<file path="src/inc/efuse_core_consts.svh">
`ifndef EFUSE_CORE_CONSTS_SVH
`define EFUSE_CORE_CONSTS_SVH

// register indices; byte address is four times the index
`define IDX_ID_MAIN 3'h0
`define IDX_ID_AUX 3'h1
`define IDX_CORE_VSEL 3'h2
`define IDX_AUX_VSEL 3'h3
`define IDX_CONTROL 3'h4
`define IDX_STATUS_A 3'h5
`define IDX_STATUS_B 3'h6
`define IDX_LAST 3'h6

// reset values
`define RST_CORE_VSEL 6'h22
`define RST_AUX_VSEL 5'h13
`define RST_CORE_MV 11'h3ac

// field positions in the aux select register
`define AUX_UNLOCK_BIT 5

// field positions in the control register
`define CTL_FW_POWER_EN 7
`define CTL_MON_GAIN 6
`define CTL_AUX_PWM 5
`define CTL_CORE_PWM 4
`define CTL_DEGLITCH 3
`define CTL_MON_EN 2
`define CTL_MON_HOLD 1
`define CTL_CORE_DIS 0

// field positions in status B
`define STB_POWER_DIS 3

// core output voltage code mapping in millivolts
`define CORE_MV_BASE 11'h302
`define CORE_MV_STEP 11'h005

`endif

</file>
<file path="src/inc/efuse_core_pkg.sv">
package efuse_core_pkg;

  // digital comparator results from the analog front end
  typedef struct packed {
    logic inputOk;
    logic overVoltage;
    logic overTemp;
    logic tempCool;
    logic tempWarn;
    logic underVoltage;
    logic overCurrent;
    logic shortDetect;
  } fuse_sense_t;

  typedef struct packed {
    logic on;
    logic clamp;
    logic shortLimit;
  } fuse_ctrl_t;

  typedef struct packed {
    logic underVoltage33;
    logic overCurrent33;
    logic underVoltage09;
    logic overCurrent09;
  } rail_sense_t;

  // core regulator sequence, gray coded
  typedef enum logic [1:0] {
    CORE_OFF = 2'b00,
    CORE_SOFT = 2'b01,
    CORE_RUN = 2'b11
  } core_state_t;

endpackage

</file>
<file path="src/hw/efuse_and_core_rail_control.sv">
// Our own choices: the APB slave port and the placing of the registers.
`timescale 1ns/1ns
`include "efuse_core_consts.svh"
// Functional notes
// - 12V switch off at reset, pin-gated turn-on
// - 12V over-voltage clamps output, sets flag
// - over-temperature shutdown, auto restart when cool
// - 12V short limit held until status write
// - 5V switch off at reset, pin-gated turn-on
// - 5V over-voltage clamps output, sets flag
// - reverse current opens 5V, restart when clear
// - open-drain indicator while 5V switch blocked
// - 5V short limit held until 3.3V good
// - current monitors disabled until firmware enables
// - switch or regulator fault clears monitor enable
// - two selectable current monitor gains
// - core power-good low when output too low
// - core follows enable pin; low clears bits
// - disable/hold writable only while unlocked
// - writing other registers clears unlock
// - hold bit freezes core power-good pin
// - disable bit shuts core regulator off
// - re-enable restarts; soft-start end clears hold
// - six-bit core voltage code, default 100010
// - power-disable pin high means power off
// - firmware enable bit honoured only when gated
// - status latches first fault, write clears
module efuse_and_core_rail_control
  import efuse_core_pkg::*;
#(
  parameter logic [7:0] ID_MAIN = 8'h5a, // arbitrary value
  parameter logic [7:0] ID_AUX = 8'ha5, // arbitrary value
  parameter int ADDR_W = 5
) (
  input wire logic clk,
  input wire logic sys_rst,
  input wire logic psel,
  input wire logic penable,
  input wire logic pwrite,
  input wire logic [ADDR_W-1:0] paddr,
  input wire logic [31:0] pwdata,
  input wire logic [3:0] pstrb,
  output logic [31:0] prdata,
  output logic pready,
  output logic pslverr,
  input wire fuse_sense_t sense12,
  input wire fuse_sense_t sense5,
  input wire logic reverseOver5,
  input wire logic reverseZero5,
  input wire logic powerGood33,
  input wire rail_sense_t railSense,
  input wire logic powerDisablePin,
  input wire logic firmwareGatePin,
  input wire logic coreRailEnablePin,
  input wire logic coreSoftStartDone,
  input wire logic coreUnderTarget,
  output fuse_ctrl_t ctrl12,
  output fuse_ctrl_t ctrl5,
  output logic reverseBlockIndicatorOut,
  output logic reverseBlockIndicatorOe,
  output logic monitorEnable,
  output logic monitorGain,
  output logic coreRegulatorOn,
  output logic corePowerGoodOut,
  output logic corePowerGoodOe,
  output logic [5:0] coreVoltageSelect,
  output logic [10:0] coreTargetMv,
  output logic [4:0] auxVoltageSelect,
  output logic auxPwmMode,
  output logic corePwmMode,
  output logic deglitchMode
);

  if (ADDR_W < 5 || ADDR_W > 16) begin
    $error("ADDR_W must be 5..16");
  end

  function automatic logic [10:0] code_to_mv(input logic [5:0] code);
    code_to_mv = `CORE_MV_BASE + `CORE_MV_STEP * {5'h0, code};
  endfunction

  function automatic logic word_mapped(input logic [ADDR_W-1:0] a);
    word_mapped = (a[1:0] == 2'b00) && (a[ADDR_W-1:2] <= (ADDR_W-2)'(`IDX_LAST));
  endfunction

  // apb decode; zero wait states, every access answered in its first access cycle
  logic access;
  logic wrEn;
  logic [2:0] idx;
  logic mapped;
  assign access = psel & penable;
  assign idx = paddr[4:2];
  assign mapped = word_mapped(paddr);
  assign wrEn = access & pwrite & mapped & pstrb[0];
  assign pready = 1'b1;
  assign pslverr = access & ~mapped;

  logic wrCoreVsel;
  logic wrAuxVsel;
  logic wrControl;
  logic wrStatusA;
  logic wrStatusB;
  assign wrCoreVsel = wrEn && idx == `IDX_CORE_VSEL;
  assign wrAuxVsel = wrEn && idx == `IDX_AUX_VSEL;
  assign wrControl = wrEn && idx == `IDX_CONTROL;
  assign wrStatusA = wrEn && idx == `IDX_STATUS_A;
  assign wrStatusB = wrEn && idx == `IDX_STATUS_B;

  // register state
  logic [5:0] coreVsel;
  logic [4:0] auxVsel;
  logic unlock;
  logic fwPowerEn;
  logic monGain;
  logic auxPwm;
  logic corePwm;
  logic deglitch;
  logic monEn;
  logic monHold;
  logic coreDis;
  logic [7:0] statusA;
  logic [7:0] statusB;

  // fuse and core state
  logic otLatch12;
  logic otLatch5;
  logic reverseBlocked;
  logic shortLim12;
  logic shortLim5;
  logic pgHeld;
  logic softDonePrev;
  core_state_t coreState;
  core_state_t next_coreState;

  logic powerAllowed;
  logic next_on12;
  logic next_on5;
  logic faultOff;
  logic softDoneRise;
  logic pgLive;

  // pin high disables; bit only counts while the gate pin is high
  assign powerAllowed = ~powerDisablePin & (~firmwareGatePin | fwPowerEn);
  assign next_on12 = sense12.inputOk & powerAllowed & ~otLatch12 & ~sense12.overTemp;
  assign next_on5 = sense5.inputOk & powerAllowed & ~otLatch5 & ~sense5.overTemp
                  & ~reverseBlocked & ~reverseOver5;
  assign faultOff = sense12.overTemp | sense5.overTemp | reverseOver5
                  | railSense.overCurrent33 | railSense.overCurrent09;
  assign softDoneRise = coreSoftStartDone & ~softDonePrev;
  assign pgLive = (coreState == CORE_RUN) & ~coreUnderTarget;

  // voltage selects
  always_ff @(posedge clk or posedge sys_rst) begin
    if (sys_rst) begin
      coreVsel <= `RST_CORE_VSEL;
      auxVsel <= `RST_AUX_VSEL;
    end else begin
      if (wrCoreVsel) begin
        coreVsel <= pwdata[5:0];
      end
      if (wrAuxVsel) begin
        auxVsel <= pwdata[4:0];
      end
    end
  end

  // unlock bit: loaded from bit 5 of an aux select register write, lost on any other write
  always_ff @(posedge clk or posedge sys_rst) begin
    if (sys_rst) begin
      unlock <= 1'b0;
    end else if (wrAuxVsel) begin
      unlock <= pwdata[`AUX_UNLOCK_BIT];
    end else if (wrEn) begin
      unlock <= 1'b0;
    end
  end

  // plain control bits
  always_ff @(posedge clk or posedge sys_rst) begin
    if (sys_rst) begin
      fwPowerEn <= 1'b0;
      monGain <= 1'b0;
      auxPwm <= 1'b0;
      corePwm <= 1'b0;
      deglitch <= 1'b0;
    end else if (wrControl) begin
      fwPowerEn <= pwdata[`CTL_FW_POWER_EN];
      monGain <= pwdata[`CTL_MON_GAIN];
      auxPwm <= pwdata[`CTL_AUX_PWM];
      corePwm <= pwdata[`CTL_CORE_PWM];
      deglitch <= pwdata[`CTL_DEGLITCH];
    end
  end

  // monitor enable; a fault beats a firmware set in the same cycle
  always_ff @(posedge clk or posedge sys_rst) begin
    if (sys_rst) begin
      monEn <= 1'b0;
    end else if (faultOff) begin
      monEn <= 1'b0;
    end else if (wrControl) begin
      monEn <= pwdata[`CTL_MON_EN];
    end
  end

  // keyed disable bit; pin low forces it clear
  always_ff @(posedge clk or posedge sys_rst) begin
    if (sys_rst) begin
      coreDis <= 1'b0;
    end else if (~coreRailEnablePin) begin
      coreDis <= 1'b0;
    end else if (wrControl && unlock) begin
      coreDis <= pwdata[`CTL_CORE_DIS];
    end
  end

  // keyed hold bit; cleared by pin low or end of soft start
  always_ff @(posedge clk or posedge sys_rst) begin
    if (sys_rst) begin
      monHold <= 1'b0;
    end else if (~coreRailEnablePin) begin
      monHold <= 1'b0;
    end else if (wrControl && unlock) begin
      monHold <= pwdata[`CTL_MON_HOLD];
    end else if (softDoneRise) begin
      monHold <= 1'b0;
    end
  end

  // core sequence
  always_comb begin
    next_coreState = coreState;
    case (coreState)
      CORE_OFF: begin
        if (coreRailEnablePin && !coreDis) begin
          next_coreState = CORE_SOFT;
        end
      end
      CORE_SOFT: begin
        if (!coreRailEnablePin || coreDis) begin
          next_coreState = CORE_OFF;
        end else if (softDoneRise) begin
          next_coreState = CORE_RUN;
        end
      end
      CORE_RUN: begin
        if (!coreRailEnablePin || coreDis) begin
          next_coreState = CORE_OFF;
        end
      end
      default: begin
        next_coreState = CORE_OFF;
      end
    endcase
  end

  always_ff @(posedge clk or posedge sys_rst) begin
    if (sys_rst) begin
      coreState <= CORE_OFF;
      softDonePrev <= 1'b0;
    end else begin
      coreState <= next_coreState;
      softDonePrev <= coreSoftStartDone;
    end
  end

  // power-good follows the output unless held
  always_ff @(posedge clk or posedge sys_rst) begin
    if (sys_rst) begin
      pgHeld <= 1'b0;
    end else if (!monHold) begin
      pgHeld <= pgLive;
    end
  end

  // thermal latches restart once cooled below hysteresis
  always_ff @(posedge clk or posedge sys_rst) begin
    if (sys_rst) begin
      otLatch12 <= 1'b0;
      otLatch5 <= 1'b0;
    end else begin
      if (sense12.overTemp) begin
        otLatch12 <= 1'b1;
      end else if (sense12.tempCool) begin
        otLatch12 <= 1'b0;
      end
      if (sense5.overTemp) begin
        otLatch5 <= 1'b1;
      end else if (sense5.tempCool) begin
        otLatch5 <= 1'b0;
      end
    end
  end

  // reverse block released only with zero current and startup met
  always_ff @(posedge clk or posedge sys_rst) begin
    if (sys_rst) begin
      reverseBlocked <= 1'b0;
    end else if (reverseOver5) begin
      reverseBlocked <= 1'b1;
    end else if (reverseZero5 && sense5.inputOk && powerAllowed) begin
      reverseBlocked <= 1'b0;
    end
  end

  // short limits; detection wins over the clearing event
  always_ff @(posedge clk or posedge sys_rst) begin
    if (sys_rst) begin
      shortLim12 <= 1'b0;
      shortLim5 <= 1'b0;
    end else begin
      if (sense12.shortDetect) begin
        shortLim12 <= 1'b1;
      end else if (wrStatusA || wrStatusB) begin
        shortLim12 <= 1'b0;
      end
      if (sense5.shortDetect) begin
        shortLim5 <= 1'b1;
      end else if (powerGood33) begin
        shortLim5 <= 1'b0;
      end
    end
  end

  // status: first fault latched, later ones ignored until a write clears
  logic [7:0] eventsA;
  logic [7:0] eventsB;
  logic frozen;
  assign eventsA = {sense12.underVoltage, sense5.underVoltage,
                    railSense.underVoltage33, railSense.underVoltage09,
                    sense12.overTemp, sense5.overTemp, sense12.tempWarn, sense5.tempWarn};
  assign eventsB = {sense12.overCurrent, sense5.overCurrent,
                    railSense.overCurrent33, railSense.overCurrent09,
                    powerDisablePin, 1'b0, sense12.overVoltage, sense5.overVoltage};
  assign frozen = (|statusA) | (|statusB);

  always_ff @(posedge clk or posedge sys_rst) begin
    if (sys_rst) begin
      statusA <= 8'h00;
      statusB <= 8'h00;
    end else if (wrStatusA || wrStatusB) begin
      // an event in the clearing cycle becomes the new first fault
      statusA <= eventsA;
      statusB <= eventsB;
    end else if (!frozen) begin
      statusA <= eventsA;
      statusB <= eventsB;
    end
  end

  // outputs from flops
  always_ff @(posedge clk or posedge sys_rst) begin
    if (sys_rst) begin
      ctrl12 <= '0;
      ctrl5 <= '0;
      coreRegulatorOn <= 1'b0;
      coreTargetMv <= `RST_CORE_MV;
    end else begin
      ctrl12.on <= next_on12;
      ctrl12.clamp <= sense12.overVoltage;
      ctrl12.shortLimit <= shortLim12 | sense12.shortDetect;
      ctrl5.on <= next_on5;
      ctrl5.clamp <= sense5.overVoltage;
      ctrl5.shortLimit <= shortLim5 | sense5.shortDetect;
      coreRegulatorOn <= (next_coreState != CORE_OFF);
      coreTargetMv <= code_to_mv(coreVsel);
    end
  end

  // open-drain pins: drive low only
  assign reverseBlockIndicatorOut = 1'b0;
  assign reverseBlockIndicatorOe = reverseBlocked;
  assign corePowerGoodOut = 1'b0;
  assign corePowerGoodOe = ~pgHeld;

  assign monitorEnable = monEn;
  assign monitorGain = monGain;
  assign coreVoltageSelect = coreVsel;
  assign auxVoltageSelect = auxVsel;
  assign auxPwmMode = auxPwm;
  assign corePwmMode = corePwm;
  assign deglitchMode = deglitch;

  // read mux
  always_comb begin
    prdata = 32'h0;
    if (access && !pwrite && mapped) begin
      case (idx)
        `IDX_ID_MAIN: prdata[7:0] = ID_MAIN;
        `IDX_ID_AUX: prdata[7:0] = ID_AUX;
        `IDX_CORE_VSEL: prdata[7:0] = {2'b00, coreVsel};
        `IDX_AUX_VSEL: prdata[7:0] = {2'b00, unlock, auxVsel};
        `IDX_CONTROL: prdata[7:0] = {fwPowerEn, monGain, auxPwm, corePwm,
                                     deglitch, monEn, monHold, coreDis};
        `IDX_STATUS_A: prdata[7:0] = statusA;
        `IDX_STATUS_B: prdata[7:0] = statusB;
        default: prdata = 32'h0;
      endcase
    end
  end
endmodule

</file>
<file path="config.mk">
export PLATFORM = sky130hd
export DESIGN_NAME = efuse_and_core_rail_control
export DESIGN_NICKNAME = d
export VERILOG_FILES = /design/src/inc/efuse_core_pkg.sv /design/src/hw/efuse_and_core_rail_control.sv
export VERILOG_INCLUDE_DIRS = /design/src /design/src/inc
export SDC_FILE = /design/constraint.sdc
export NUM_CORES = 1
export LEC_CHECK = 0
export ABC_CLOCK_PERIOD_IN_PS = 5110
export BUFFER_PORTS_ARGS = -buffer_cell sky130_fd_sc_hd__clkbuf_2
export CORE_UTILIZATION = 50
export CTS_BUF_LIST = sky130_fd_sc_hd__clkbuf_4
export DETAILED_ROUTE_END_ITERATION = 10
export HOLD_SLACK_MARGIN = 0.05
export PLACE_DENSITY = 0.85
export SYNTH_ARGS = -nofsm -noshare
export SYNTH_HDL_FRONTEND = slang
export SYNTH_SLANG_ARGS = --single-unit
</file>
<file path="constraint.sdc">
create_clock -name clk -period 5.11 [get_ports clk]
set_clock_uncertainty 0.2 [all_clocks]
set_input_delay 0 -clock clk [delete_from_list [all_inputs] [get_ports clk]]
set_output_delay 0 -clock clk [all_outputs]
set_load 0.02 [all_outputs]
</file>
==> impl_metrics.yaml <==
timing:
  setup_tns_ps: 0
  hold_ws_ps: 89.1
  fmaxAchievable_ghz: 0.357
  fin_crit_sh: 0.548
  worst_slew_pin_slew_ps: 769
  setup_viol_count_final: 0
  slew_viol_final: 0
  min_period_ps: 2800
  rsz0062_at_grt: "false"
  hold_violations: 0
  max-slew-margin-rel: 0.488
die:
  initial_utilization: 0.527
  rows: 28
  dieWidth_um: 81.7
  die_area_mm2: 0.00668
  ios: 146
  core-area_mm2: 0.00603
  die_h_um: 81.7
final_layout:
  final_layout_size_suffix_gt1_frac: 0.376
  antenna_cells: 0
  final_area_mm2: 0.00422
  fin_cells: 495
  final_nets: 503
  layout-area-overhead-vs-synth_pct: 32.8
global_routing:
  grt_pass1_vias: 2503
  track_usage: 0.240
  gr-total-overflow: 0
  grt_first_pass_wirelength_um: 11800
  grt_max_degree: 63
  antenna_found_initial: 0
run_status:
  status: "finished, final reports clean"
yosys:
  synthFlopType: "dfrtp_1"
  synthArstFlopShare: 1.00
  yosysMostFrequentCell: "dfrtp_1"
  synth_commonest_cells: "51 x dfrtp_1, 29 x buf_4, 29 x mux2_2"
  syn_area_per_cell_um2: 11.6
  yosys.area.top_type: "dfrtp_1"
  synth.distinct_cells: 51
  synth_warnings: 0
  synth_edf_count: 0
  ys_top_cells_by_area: "dfrtp_1 40%, mux2_2 10%, dfstp_2 9.1%, buf_4 6.9%, ha_1 5.5%"
  synth_seq_cells: 62
  synth_top_area_frac: 0.402
  synth_area_mm2: 0.00318
  seq_area_frac_synth: 0.493
  synthesis.instances: 275
clocking:
  htreeDepth: 3
  clk_path_buf_depth: 2
  clockRootBuffer: "clkbuf_4"
  cts_tree: "done"
  clock_latency_ps: 410
  cts_inserted_buffers: 9
  cts_resized: 0
  clkTransAtPathRegs_ps: 120
  numClockSinks: 62
drt:
  wl_met3_um: 532
  wl_per_cell_um: 15.1
  drcViolationCount: 0
  vias_per_cell: 5.15
  detail_route.first_pass.iterations: 4
  drtIter0Drc: 208
  vias: 2549
  detailroute.wirelength.met2_um: 3670
  drtAntennaViolNets: 0
  m1WireLength_um: 3150
  wirelength_um: 7470
  top_layer: "met4"
pwr:
  p_leak_uw: 0.00214
  p_per_area_mw_per_mm2: 265
  power.total_uw: 1120
  power_frac_seq: 0.491
  combPwrFrac: 0.158
  switchingPower_uw: 315
  p_int_uw: 802
  peakVddDrop_uv: 189
  p_sw_frac: 0.282
  pwr-share-clk: 0.352
critical_path:
  startpoint_type: "input port"
  slowest_delay_ps: 650
  cp-end-kind: "register"
  cpMaxStageDelayCell: "dlygate4sd3_1"
  worst-path-buf-inv: 3
  path_class: "in2reg"
  cp_max_fo: 23
  cp.required_ps: 5220
  worst_path_most_repeated_cell: "dlygate4sd3_1"
  crit_family: "buffers and inverters"
  cp.arrival_ps: 2910
  path_cells: "clkbuf_2 -> a311oi_4 -> nand4_2 -> dlygate4sd3_1 -> nor3b_4 -> mux2_2 -> dlygate4sd3_1"
place:
  port_buffers: 91
  place_area_mm2: 0.00358
  dp.final_hpwl_um: 4930
  place_congestion: 0.841
  placed_cells: 432
hold_path:
  hold_class: "in2reg"
job:
  drv_cap: 0
==> final timing paths <==
path	start	to	slack, ps	depth (start not counted)
hold reg to reg	shortLim12$_DFFE_PP0P_	ctrl12[0]$_DFF_PP0_	270	1
setup / recovery	paddr[3]	coreVoltageSelect[4]$_DFFE_PP0P_	2310	7
max in group asynchronous	sys_rst	statusA[5]$_DFFE_PP0P_	4080	4
setup reg to reg	coreVoltageSelect[1]$_DFFE_PP1P_	coreTargetMv[10]$_DFF_PP0_	2740	7
hold / removal	paddr[0]	monitorGain$_DFFE_PP0P_	90	5
min in group asynchronous	sys_rst	coreVoltageSelect[4]$_DFFE_PP0P_	130	4
==> tightest hold or removal path: stages <==
cell,delay (ps)
clkbuf_2,100
a311oi_4,50
and4bb_2,330
nand2_1,100
o21ai_0,80
==> layout by cell type (no fill, tap or decap), types with 3 or more instances in the layout <==
cell type / count
clkbuf_2: 91
o21ai_0: 5
a21o_1: 6
dfstp_2: 11
a22o_1: 5
nor2_1: 7
clkbuf_4: 9
nor4_1: 4
nand2b_1: 4
inv_1: 14
o21a_1: 3
dfrtp_1: 51
a32oi_1: 3
nor2b_1: 9
conb_1: 27
ha_1: 14
mux2i_1: 4
and3_1: 5
a21oi_1: 15
mux2_2: 29
nand2_1: 9
dlygate4sd3_1: 47
==> stage by stage <==
| stage | worst slack, ps | utilization |
|---|---|---|
| 4_1_cts | 2350 | 0.700 |
| 5_1_grt | 2210 | 0.700 |
| 2_1_floorplan | 2850 | - |
| 3_3_place_gp | 2810 | 0.595 |
| 3_5_place_dp | 2780 | 0.595 |
| 6_report | 2310 | 0.700 |
==> flip-flops by register name, summed over array words and instances (netlist names), 2 cells and up <==
name / count
coreTargetMv: 11
statusA: 8
statusB: 7
coreVoltageSelect: 6
auxVoltageSelect: 5
ctrl12: 3
ctrl5: 3
coreState: 2
==> cell type report <==
| cell class | count | area (um2) |
|---|---|---|
| clock buffer | 9 | 67.6 |
| inverter | 15 | 56.3 |
| clock inverter | 7 | 97.6 |
| tap | 75 | 93.8 |
| multi-input combinational | 188 | 1410 |
| timing repair buffer | 139 | 933 |
| sequential | 62 | 1570 |
| fill | 428 | 1810 |
==> power by group through the flow <==
stage,sequential [uW],combinational [uW],clock [uW]
finish,548,176,393
global route,551,194,414
global placement,555,145,0
detailed placement,556,149,0
CTS,547,175,401
floorplan,565,101,0
==> kinds of logic (layout without fill, tap and decap cells) <==
group           count (synthesis)  after routing  share of synthesized area
fa+ha+maj                      14             14                     0.0551
compound gates                 51             51                      0.115
flops                          62             62                      0.493
simple gates                   59             59                      0.114
other cells                     2             27                    0.00236
buf+inv                        50            170                     0.0945
mux                            33             33                      0.115
xor+xnor                        4              4                     0.0110
==> metal layers <==
layer | GRT usage | vias to the layer above
met2 | 0.385 | 112
met5 | 0 | -
li1 | - | 1199
met3 | 0.0589 | 13
met4 | 0.105 | 0
met1 | 0.309 | 1225
==> what timing repair did <==
action                                  in CTS  in global routing
hold buffers                                47                  0
endpoints found under the hold margin      113                  0
setup buffers                                0                  0
endpoints found under the setup margin       0                  0
Note: power is estimated with default switching activity, not from simulation.
